### src/design/systk_cfg.svh
`ifndef SYSTK_CFG_SVH
`define SYSTK_CFG_SVH

// ----------------------------------------
// register byte offsets
// ----------------------------------------
`define SYSTK_OFF_CSR 8'h10
`define SYSTK_OFF_RVR 8'h14
`define SYSTK_OFF_CVR 8'h18
`define SYSTK_OFF_IST 8'h1c
`define SYSTK_OFF_IMSK 8'h20

// ----------------------------------------
// field positions and widths
// ----------------------------------------
`define SYSTK_CNT_W 24
`define SYSTK_BIT_EN 0
`define SYSTK_BIT_TICK_EXCEPTION_ENABLE 1
`define SYSTK_BIT_CLKSEL 2
`define SYSTK_BIT_FLAG 16
`define SYSTK_IRQ_W 2
`define SYSTK_IRQ_ZERO 0
`define SYSTK_IRQ_CVRWR 1

// ----------------------------------------
// reset values
// ----------------------------------------
`define SYSTK_CSR_RST 3'h0
`define SYSTK_CNT_RST 24'h000000
`define SYSTK_IRQ_RST 2'h0
`define SYSTK_UNMAPPED 32'h00000000

`endif

### src/design/systk_pkg.sv
`include "systk_cfg.svh"

package systk_pkg;

   typedef struct packed {
      logic cyc;
      logic stb;
      logic we;
      logic [7:0] adr;
      logic [3:0] sel;
      logic [31:0] dat;
   } systk_wb_req_t;

   typedef struct packed {
      logic clkSel;
      logic tickExcEn;
      logic enable;
   } systk_ctrl_t;

   typedef enum logic [1:0] {
      SYSTK_BUS_IDLE = 2'b00,
      SYSTK_BUS_ACK = 2'b01
   } systk_bus_t;

   typedef struct packed {
      logic [2:0] refSync;
      logic refEdge;
   } systk_ref_t;

endpackage

### src/design/systk_timer.sv
`timescale 1ns/1ps
`include "systk_cfg.svh"

module systk_timer (
   // clock and reset
   input wire logic clk,
   input wire logic sys_rst,
   // wishbone slave
   input wire logic wb_cyc_i,
   input wire logic wb_stb_i,
   input wire logic wb_we_i,
   input wire logic [7:0] wb_adr_i,
   input wire logic [3:0] wb_sel_i,
   input wire logic [31:0] wb_dat_i,
   output logic [31:0] wb_dat_o,
   output logic wb_ack_o,
   // external reference clock pin
   input wire logic tickRefClk,
   // tick exception pend and summary interrupt
   output logic tickPend,
   output logic irq
);

   // ----------------------------------------
   // state
   // ----------------------------------------
   typedef struct packed {
      systk_pkg::systk_bus_t bus;
      logic [31:0] rdData;
      systk_pkg::systk_ctrl_t ctrl;
      logic reachedZeroFlag;
      logic [`SYSTK_CNT_W-1:0] reload;
      logic [`SYSTK_CNT_W-1:0] current;
      logic pend;
      logic [`SYSTK_IRQ_W-1:0] irqStat;
      logic [`SYSTK_IRQ_W-1:0] irqMask;
      logic irqOut;
   } systk_state_t;

   systk_state_t state_q;
   systk_state_t state_d;
   systk_pkg::systk_wb_req_t req;
   logic refTick;

   assign req = '{cyc: wb_cyc_i, stb: wb_stb_i, we: wb_we_i, adr: wb_adr_i,
                  sel: wb_sel_i, dat: wb_dat_i};

   systk_ref_sync u_ref_sync (
      .clk(clk),
      .sys_rst(sys_rst),
      .refClkPin(tickRefClk),
      .refTick(refTick)
   );

   // ----------------------------------------
   // helpers
   // ----------------------------------------
   function automatic logic hit(input logic [7:0] adr, input logic [7:0] off);
      hit = (adr == off);
   endfunction

   // byte-lane merge of write data into a 32-bit old value
   function automatic logic [31:0] merge(input logic [31:0] old,
                                         input logic [31:0] dat,
                                         input logic [3:0] sel);
      logic [31:0] r;
      r = old;
      for (int i = 0; i < 4; i++) begin
         if (sel[i]) begin
            r[i*8 +: 8] = dat[i*8 +: 8];
         end
      end
      merge = r;
   endfunction

   // ----------------------------------------
   // next state
   // ----------------------------------------
   logic access;
   logic rdCsr;
   logic wrCsr;
   logic wrRvr;
   logic wrCvr;
   logic rdIst;
   logic wrImsk;
   logic step;
   logic zeroHit;
   logic [31:0] csrView;
   logic [31:0] wv;
   logic [`SYSTK_IRQ_W-1:0] ev;

   always_comb begin
      state_d = state_q;
      access = req.cyc & req.stb & (state_q.bus == systk_pkg::SYSTK_BUS_IDLE);
      rdCsr = access & ~req.we & hit(req.adr, `SYSTK_OFF_CSR);
      wrCsr = access & req.we & hit(req.adr, `SYSTK_OFF_CSR);
      wrRvr = access & req.we & hit(req.adr, `SYSTK_OFF_RVR);
      wrCvr = access & req.we & hit(req.adr, `SYSTK_OFF_CVR);
      rdIst = access & ~req.we & hit(req.adr, `SYSTK_OFF_IST);
      wrImsk = access & req.we & hit(req.adr, `SYSTK_OFF_IMSK);
      wv = 32'h00000000;
      ev = `SYSTK_IRQ_RST;

      csrView = 32'h00000000;
      csrView[`SYSTK_BIT_FLAG] = state_q.reachedZeroFlag;
      csrView[`SYSTK_BIT_CLKSEL] = state_q.ctrl.clkSel;
      csrView[`SYSTK_BIT_TICK_EXCEPTION_ENABLE] = state_q.ctrl.tickExcEn;
      csrView[`SYSTK_BIT_EN] = state_q.ctrl.enable;

      // counter tick source: core clock every cycle, else reference edge
      step = state_q.ctrl.enable & (state_q.ctrl.clkSel | refTick);
      zeroHit = 1'b0;

      // ---------- bus ----------
      state_d.bus = systk_pkg::SYSTK_BUS_IDLE;
      if (access) begin
         state_d.bus = systk_pkg::SYSTK_BUS_ACK;
         case (req.adr)
            `SYSTK_OFF_CSR: state_d.rdData = csrView;
            `SYSTK_OFF_RVR: state_d.rdData = {8'h00, state_q.reload};
            `SYSTK_OFF_CVR: state_d.rdData = {8'h00, state_q.current};
            `SYSTK_OFF_IST: state_d.rdData = {30'h0, state_q.irqStat};
            `SYSTK_OFF_IMSK: state_d.rdData = {30'h0, state_q.irqMask};
            default: state_d.rdData = `SYSTK_UNMAPPED;
         endcase
      end

      if (wrCsr) begin
         wv = merge(csrView, req.dat, req.sel);
         state_d.ctrl.clkSel = wv[`SYSTK_BIT_CLKSEL];
         state_d.ctrl.tickExcEn = wv[`SYSTK_BIT_TICK_EXCEPTION_ENABLE];
         state_d.ctrl.enable = wv[`SYSTK_BIT_EN];
      end
      if (wrRvr) begin
         wv = merge({8'h00, state_q.reload}, req.dat, req.sel);
         state_d.reload = wv[`SYSTK_CNT_W-1:0];
      end
      if (wrImsk) begin
         wv = merge({30'h0, state_q.irqMask}, req.dat, req.sel);
         state_d.irqMask = wv[`SYSTK_IRQ_W-1:0];
      end

      // ---------- counter ----------
      if (wrCvr) begin
         // write clears, data ignored, and no exception is pended
         state_d.current = `SYSTK_CNT_RST;
      end else if (step) begin
         if (state_q.current == `SYSTK_CNT_RST) begin
            // reload; a zero reload just keeps the counter at zero
            state_d.current = state_q.reload;
         end else begin
            state_d.current = state_q.current - 24'h000001;
            zeroHit = (state_q.current == 24'h000001);
         end
      end

      // ---------- flag: read/cvr-write clear, set wins ----------
      if (rdCsr | wrCvr) begin
         state_d.reachedZeroFlag = 1'b0;
      end
      if (zeroHit) begin
         state_d.reachedZeroFlag = 1'b1;
      end

      // exception pend pulse on count to zero only
      state_d.pend = zeroHit & state_q.ctrl.tickExcEn;

      // ---------- interrupt status ----------
      ev[`SYSTK_IRQ_ZERO] = zeroHit;
      ev[`SYSTK_IRQ_CVRWR] = wrCvr;
      if (rdIst) begin
         state_d.irqStat = `SYSTK_IRQ_RST;
      end
      state_d.irqStat = state_d.irqStat | ev;
      state_d.irqOut = |(state_d.irqStat & state_d.irqMask);
   end

   always_ff @(posedge clk or posedge sys_rst) begin
      if (sys_rst) begin
         state_q.bus <= systk_pkg::SYSTK_BUS_IDLE;
         state_q.rdData <= 32'h00000000;
         state_q.ctrl <= `SYSTK_CSR_RST;
         state_q.reachedZeroFlag <= 1'b0;
         state_q.reload <= `SYSTK_CNT_RST;
         state_q.current <= `SYSTK_CNT_RST;
         state_q.pend <= 1'b0;
         state_q.irqStat <= `SYSTK_IRQ_RST;
         state_q.irqMask <= `SYSTK_IRQ_RST;
         state_q.irqOut <= 1'b0;
      end else begin
         state_q <= state_d;
      end
   end

   // ----------------------------------------
   // outputs
   // ----------------------------------------
   assign wb_ack_o = (state_q.bus == systk_pkg::SYSTK_BUS_ACK);
   assign wb_dat_o = state_q.rdData;
   assign tickPend = state_q.pend;
   assign irq = state_q.irqOut;

endmodule

### src/design/systk_ref_sync.sv
`timescale 1ns/1ps
`include "systk_cfg.svh"

// two-stage synchroniser on the external reference clock, with a rising edge pulse
module systk_ref_sync (
   // clock and reset
   input wire logic clk,
   input wire logic sys_rst,
   // reference pin
   input wire logic refClkPin,
   // one-cycle pulse per reference rising edge
   output logic refTick
);

   systk_pkg::systk_ref_t state_q;
   systk_pkg::systk_ref_t state_d;

   always_comb begin
      state_d = state_q;
      state_d.refSync = {state_q.refSync[1:0], refClkPin};
      // first stage feeds only the second; edge is seen between stages 2 and 3
      state_d.refEdge = state_q.refSync[1] & ~state_q.refSync[2];
   end

   always_ff @(posedge clk or posedge sys_rst) begin
      if (sys_rst) begin
         state_q <= '0;
      end else begin
         state_q <= state_d;
      end
   end

   assign refTick = state_q.refEdge;

endmodule

### config.mk
export PLATFORM = sky130hd
export DESIGN_NAME = systk_timer
export DESIGN_NICKNAME = d
export VERILOG_FILES = /design/src/design/systk_pkg.sv /design/src/design/systk_timer.sv /design/src/design/systk_ref_sync.sv
export VERILOG_INCLUDE_DIRS = /design/src /design/src/design
export SDC_FILE = /design/constraint.sdc
export NUM_CORES = 1
export LEC_CHECK = 0
export ABC_AREA = 1
export BUFFER_PORTS_ARGS = -buffer_cell sky130_fd_sc_hd__buf_2
export CORE_MARGIN = 8
export CORE_UTILIZATION = 51
export DETAILED_ROUTE_END_ITERATION = 16
export PLACE_DENSITY = 0.76
export REMOVE_ABC_BUFFERS = 1
export SETUP_SLACK_MARGIN = 0.3
export SYNTH_ARGS = -nofsm -noshare
export SYNTH_HDL_FRONTEND = slang
export SYNTH_SLANG_ARGS = --single-unit
export TNS_END_PERCENT = 1
### constraint.sdc
create_clock -name clk -period 2.52 [get_ports clk]
set_input_delay 0.252 -clock clk [delete_from_list [all_inputs] [get_ports clk]]
set_output_delay 0.252 -clock clk [all_outputs]
set_load 0.02 [all_outputs]
### Yosys cells after proc, flatten, opt, wreduce, memory -nomap -nowiden

Index checks and enable logic that the tools add are counted.

| operators by class | value |
|---|---|
| add/sub/neg operators | 1 |
| equal/unequal tests | 7 |
| multiplexer cells | 13 |
| bitwise operators | 19 |
| reduce and logical (&&, ||, !) cells | 9 |

Operators with widths:

| kind | count |
|---|---|
| $pmux 24 s5 | 1 |
| $mux 24 | 3 |
| $mux 33 | 1 |
| $eq 8x5->1 const B | 4 |
| $eq 24x1->1 const B | 1 |
| $logic_not 24->1 | 1 |
| $sub 24x1->24 const B | 1 |
| $and 1x1->1 | 13 |
| $eq 8x6->1 const B | 1 |
| $reduce_and 2->1 | 4 |
| $mux 2 | 3 |
| $mux 1 | 5 |
| $reduce_bool 2->1 | 2 |
| $and 2x2->2 | 1 |
| $eq 2x1->1 const B | 1 |
| $logic_not 2->1 | 1 |
| $not 1->1 | 2 |
| $or 1x1->1 | 2 |
| $or 2x2->2 | 1 |
| $reduce_or 2->1 | 1 |

| word-level totals | value |
|---|---|
| register bits after elaboration | 96 |
| input port bits | 50 |
| output and inout port bits | 35 |
| logic and storage cells | 65 |

### Logic depth before layout (Yosys ltp)

| logic depth | value |
|---|---|
| depth in word-level cells | 8 |
| depth in mapped cells | 10 |
| mapped depth without buffers | 10 |

### Cells and area by module

Synthesis repeated with hierarchy kept, for this count alone.

| second synthesis, totals | value |
|---|---|
| cells, all modules | 673 |
| area total of the unflattened synthesis | 5016.1 um2 |

Modules (own cells, without submodules):

| module | instances | cells an instance | area an instance (um2) | sequential area each (um2) |
|---|---|---|---|---|
| systk_timer | 1 | 666 | 4902.2 | 2077.0 |
| systk_ref_sync | 1 | 7 | 113.9 | 100.1 |

### Worst setup path after synthesis

Ideal clock, no wire load.

| timing path | value |
|---|---|
| path kind | reg-to-reg |
| start point | register state_q[90] (netlist bit) |
| end point | register state_q[46] (netlist bit) |
| library setup time | 0.117 ns |
| data arrival time | 1.376 ns |
| data required time | 2.403 ns |
| path slack | 1.027 ns |
| stages on the path, launching flop included | 10 |
| path buffers | 1 |
| clock period less this slack | 1.493 ns |
| path through | dfrtp_1 -> inv_1 -> nand3_4 -> inv_4 -> nand2_4 -> inv_1 -> nand3_2 -> buf_6 -> nand2_1 -> o21ai_2 |

| on the way | value |
|---|---|
| cells in the longest elaborated chain, start to end | 5 |

Ends and longest elaborated chain:

| element | RTL line | source |
|---|---|---|
| start: declaration | systk_timer.sv:40 | `systk_state_t state_q;` |
| start signal: assignment | systk_timer.sv:191 | `state_q <= state_d;` |
| $logic_not 2->1 | systk_timer.sv:94 | `access = req.cyc & req.stb & (state_q.bus == systk_pkg::SYSTK_BUS_IDLE);` |
| $and 1x1->1 | systk_timer.sv:94 |  |
| $and 1x1->1 (2 in series) | systk_timer.sv:97 | `` wrRvr = access & req.we & hit(req.adr, `SYSTK_OFF_RVR); `` |
| $reduce_and 2->1 (no line) | -- |  |

Every way passes these cells.
A chain may end at the register's enable or synchronous reset.

### Final worst setup path

| timing path | value |
|---|---|
| start point | register state_q[6] (netlist bit) |
| end point | register state_q[23] (netlist bit) |

| on the way | value |
|---|---|
| cells in the longest elaborated chain, start to end | 4 |
| elaborated cells between the ends (all ways) | 5 |
| classes of those cells | add/sub (1); mux (3); reduce/logical (1) |

Ends and longest elaborated chain:

| element | RTL line | source |
|---|---|---|
| $sub 24x1->24 or $logic_not 24->1 (tied branches) | -- |  |
| $mux 24 * | systk_timer.sv:148 | `` if (state_q.current == `SYSTK_CNT_RST) begin `` |
| $mux 24 * | systk_timer.sv:147 | `end else if (step) begin` |
| $mux 24 * | systk_timer.sv:144 | `if (wrCvr) begin` |

Every way passes the cells marked *; elsewhere a longest branch is shown, timed or not. The select of a mux whose other input is x is not followed.

==> results.sh <==
export IMPL_status="finished clean"
export IMPL_crit_chain="inv_1, ha_1, nand2_1, nor2_4, nand3_4, nor2_1, nor2_1, nand2_1, nand2_1"
export IMPL_vdd_ir_drop_worst_uv=291
export IMPL_io_buffer_count=67
export IMPL_power_w=0.00312
export IMPL_worst_setup_path_start_kind="flip-flop"
export IMPL_fp_coreArea_um2=9730
export IMPL_synth_distinct_cells=34
export IMPL_vias_per_cell=5.05
export IMPL_design_final_nets=785
export IMPL_final_max_slew_viol_count=0
export IMPL_cts_buffers=9
export IMPL_final_hold_viol_count=0
export IMPL_post_route_period_util=0.739
export IMPL_grt_antenna_before_repair=0
export IMPL_fp_dieH_um=116
export IMPL_first_pass_grt_wire_length_um=20300
export IMPL_holdCritPathClass="in -> reg"
export IMPL_place_gp_congestion=0.856
export IMPL_timing_critical_path_slowest_stage_cell="sky130_fd_sc_hd__dfrtp_1"
export IMPL_synth_top_cell_by_area="sky130_fd_sc_hd__dfrtp_1"
export IMPL_area_of_the_die_um2=13400
export IMPL_critical_path_buf_inv_count=1
export IMPL_cts_path_max_buffers=2
export IMPL_worst_path_most_repeated_cell="sky130_fd_sc_hd__nand2_1"
export IMPL_crit_reg2reg_launch="state_q[6]"
export IMPL_rsz0062_at_grt="no"
export IMPL_clk_pin_slew_ns=0.09
export IMPL_fillCellCount=948
export IMPL_power_per_cell_area_nw_per_um2=566
export IMPL_detail_route_drc_violations=0
export IMPL_clockRootBuffer="sky130_fd_sc_hd__clkbuf_8"
export IMPL_synthCells=690
export IMPL_diodes=0
export IMPL_syn_cell_area_um2=5070
export IMPL_synth_top_cells_by_area="sky130_fd_sc_hd__dfrtp_1 (43%), sky130_fd_sc_hd__nand2_1 (17%), sky130_fd_sc_hd__nand3_1 (6.0%)"
export IMPL_clock_tree_htree_level_count=3
export IMPL_clk_insertion_delay_late_ns=0.37
export IMPL_detail_route_first_pass_iterations=7
export IMPL_layout_drive_gt1_share=0.186
export IMPL_finalSetupViolations=0
export IMPL_grt_max_degree=55
export IMPL_timing_setup_critical_path_class="reg -> reg"
export IMPL_ys_warn_count=0
export IMPL_cp_data_required_time_ns=2.79
export IMPL_globalRoute_totalOverflow=0
export IMPL_ys_seq_elements=87
export IMPL_top_level_ports=85
export IMPL_max_freq_mhz=537
export IMPL_cap_violations=0
export IMPL_floorplan_initialDensity=0.522
export IMPL_width_of_the_die_um=116
export IMPL_avgRoutedWirePerCell_um=13.6
export IMPL_flow_area_growth_from_synthesis_pct=8.70
export IMPL_seq_area_um2=2180
export IMPL_final_setup_tns_ns=0
export IMPL_drt_initial_drc_count=248
export IMPL_grt_usage=0.189
export IMPL_worst_hold_startpoint="wb_dat_i[20]"
export IMPL_cts_num_sinks=87
export IMPL_routed_wirelength_um=11800
export IMPL_power_static_leakage_nw=3.10
export IMPL_worst_clock_skew_ns=0.0122
export IMPL_dp_hpwl_um=8410
export IMPL_multi_input_comb_area_um2=2280
export IMPL_final_antenna_net_count=0
export IMPL_floorplan_rows=36
export IMPL_crit_path_start="state_q[6]"
export IMPL_syn_mean_instance_area_um2=7.35
export IMPL_worst_setup_path_end_kind="flip-flop"
export IMPL_cts_tree="yes"
export IMPL_final_critical_path_time_including_i_o_delays_and_setup_ns=1.86
export IMPL_dr_total_vias=4393
export IMPL_worst_path_largest_cell_delay_ns=0.42
export IMPL_timing_critical_path_max_delay_family="simple AND/OR/NAND/NOR gates"
export IMPL_proportion_of_synthesized_chip_area_in_sequential_cells=0.429
export IMPL_grt_pass1_vias=4395
export IMPL_netlist_area_leader_share=0.429
export IMPL_cp_arrival_ns=2.13
export IMPL_maxSlewHeadroom=0.594
export IMPL_worstPathMaxFanout=34
export IMPL_worstMarginPinSlew_ns=0.608
-- report_power, final --
group          switching (W)  internal (W)
clock network       0.000527      0.000421
logic               0.000503      0.000225
registers          0.0000239       0.00142
total                0.00105       0.00207
-- state kept, by name (all words and copies together) (netlist names) --
| name | count |
|---|---|
| state_q | 53 |
| wb_dat_o | 24 |
| csrView | 4 |
| u_ref_sync.state_d | 2 |
| irq | 1 |
| tickPend | 1 |
| u_ref_sync.refTick | 1 |
| u_ref_sync.state_q | 1 |
-- kinds of logic (layout without fill, tap and decap cells) --
group                      after synthesis  count (layout)  synth area share
AOI/OAI and AO/OA                       62              62            0.0708
adders and majority gates                3               3           0.00740
and+or+nand+nor                        408             408             0.362
buffers and inverters                  127             167             0.126
other                                    1               8          0.000739
DFF                                     87              87             0.429
xor gates and xnor gates                 2               2           0.00345
-- per-stage QoR --
| step | instances | util | hold WS [ns] | setup slack [ns] | instance area, um2 |
|---|---|---|---|---|---|
| final | 870 | 0.567 | 0.113 | 0.657 | 5520 |
| after global routing | 870 | 0.567 | 0.123 | 0.460 | 5520 |
| after CTS | 870 | 0.567 | 0.107 | 0.651 | 5520 |
| after detailed placement | 852 | 0.545 | 0.341 | 0.524 | 5310 |
| after global placement | 852 | 0.545 | 0.329 | 0.580 | 5310 |
| after floorplan | 647 | - | 0.283 | 0.0178 | 4750 |
-- worst paths after layout --
check	endpoint	slack (ns)	depth (start not counted)
min in group asynchronous	state_q[37]	0.47	3
worst min register to register	u_ref_sync.state_d[3]	0.37	0
worst min-delay path	state_q[50]	0.11	3
max in group asynchronous	state_q[49]	1.35	4
worst max-delay path	state_q[23]	0.66	9
worst max register to register	state_q[23]	0.66	9
-- timing repair --
item / CTS / global route
endpoints found under the hold margin: 34 / 0
setup buffers: 0 / 0
resized for setup: 0 / 0
endpoints found under the setup margin: 0 / 0
hold buffers: 2 / 0
-- Yosys cell counts --
cell type and count:
sky130_fd_sc_hd__o211ai_1 2, sky130_fd_sc_hd__o21ai_1 10, sky130_fd_sc_hd__nor2_8 2, sky130_fd_sc_hd__nand3_4 3
sky130_fd_sc_hd__nand4_1 9, sky130_fd_sc_hd__inv_2 2, sky130_fd_sc_hd__nand3b_1 1, sky130_fd_sc_hd__xor2_1 2
sky130_fd_sc_hd__buf_6 4, sky130_fd_sc_hd__o21ai_2 8, sky130_fd_sc_hd__nor3_1 1, sky130_fd_sc_hd__inv_4 1
sky130_fd_sc_hd__nor2_4 6, sky130_fd_sc_hd__o22ai_1 11, sky130_fd_sc_hd__clkbuf_1 6, sky130_fd_sc_hd__nor2_2 12
sky130_fd_sc_hd__buf_2 6, sky130_fd_sc_hd__o21ai_0 15, sky130_fd_sc_hd__nand3_2 1, sky130_fd_sc_hd__clkinv_2 1
sky130_fd_sc_hd__a21oi_1 16, sky130_fd_sc_hd__buf_1 1, sky130_fd_sc_hd__buf_4 33, sky130_fd_sc_hd__inv_1 73
sky130_fd_sc_hd__or2_2 1, sky130_fd_sc_hd__ha_1 3, sky130_fd_sc_hd__nor2_1 66, sky130_fd_sc_hd__and2_1 1
sky130_fd_sc_hd__dfrtp_1 87, sky130_fd_sc_hd__conb_1 1, sky130_fd_sc_hd__nand2_1 233, sky130_fd_sc_hd__nand2_4 3
sky130_fd_sc_hd__nand2_2 8, sky130_fd_sc_hd__nand3_1 61
-- metal layers --
metal	wire [um]	track usage	vias to the layer above
li1	-	-	2206
met5	0	0	-
met2	5560	0.310	133
met4	210	0.0908	0
met1	5300	0.240	2039
met3	767	0.0292	15
-- final cells by class --
cell class,count,area share
tap,133,0.0302
inverter,77,0.0533
sequential,87,0.395
clock buffer,11,0.0274
clock inverter,5,0.00726
timing repair buffer,74,0.0735
multi-input combinational,483,0.414
-- cell usage in the layout (no fill, tap or decap), drive strengths merged --
cell type / Yosys / final
nand2: 244 / 244
dfrtp: 87 / 87
nor2: 86 / 86
inv: 76 / 77
buf: 44 / 72
nand3: 65 / 65
o21ai: 33 / 33
a21oi: 16 / 16
o22ai: 11 / 11
clkbuf: 6 / 11
nand4: 9 / 9
conb: 1 / 8
clkinv: 1 / 5
ha: 3 / 3
o211ai: 2 / 2
xor2: 2 / 2
dlygate4sd3: 0 / 2
nand3b: 1 / 1
and2: 1 / 1
nor3: 1 / 1
or2: 1 / 1
-- worst register-to-register path, cell delays in order (launching register included) --
cell and delay, ns:
sky130_fd_sc_hd__dfrtp_1 0.42, sky130_fd_sc_hd__inv_1 0.16, sky130_fd_sc_hd__ha_1 0.20, sky130_fd_sc_hd__nand2_1 0.09, sky130_fd_sc_hd__nor2_4 0.15, sky130_fd_sc_hd__nand3_4 0.34, sky130_fd_sc_hd__nor2_1 0.22, sky130_fd_sc_hd__nor2_1 0.08
sky130_fd_sc_hd__nand2_1 0.07, sky130_fd_sc_hd__nand2_1 0.04
(Power assumes the default switching activity.)
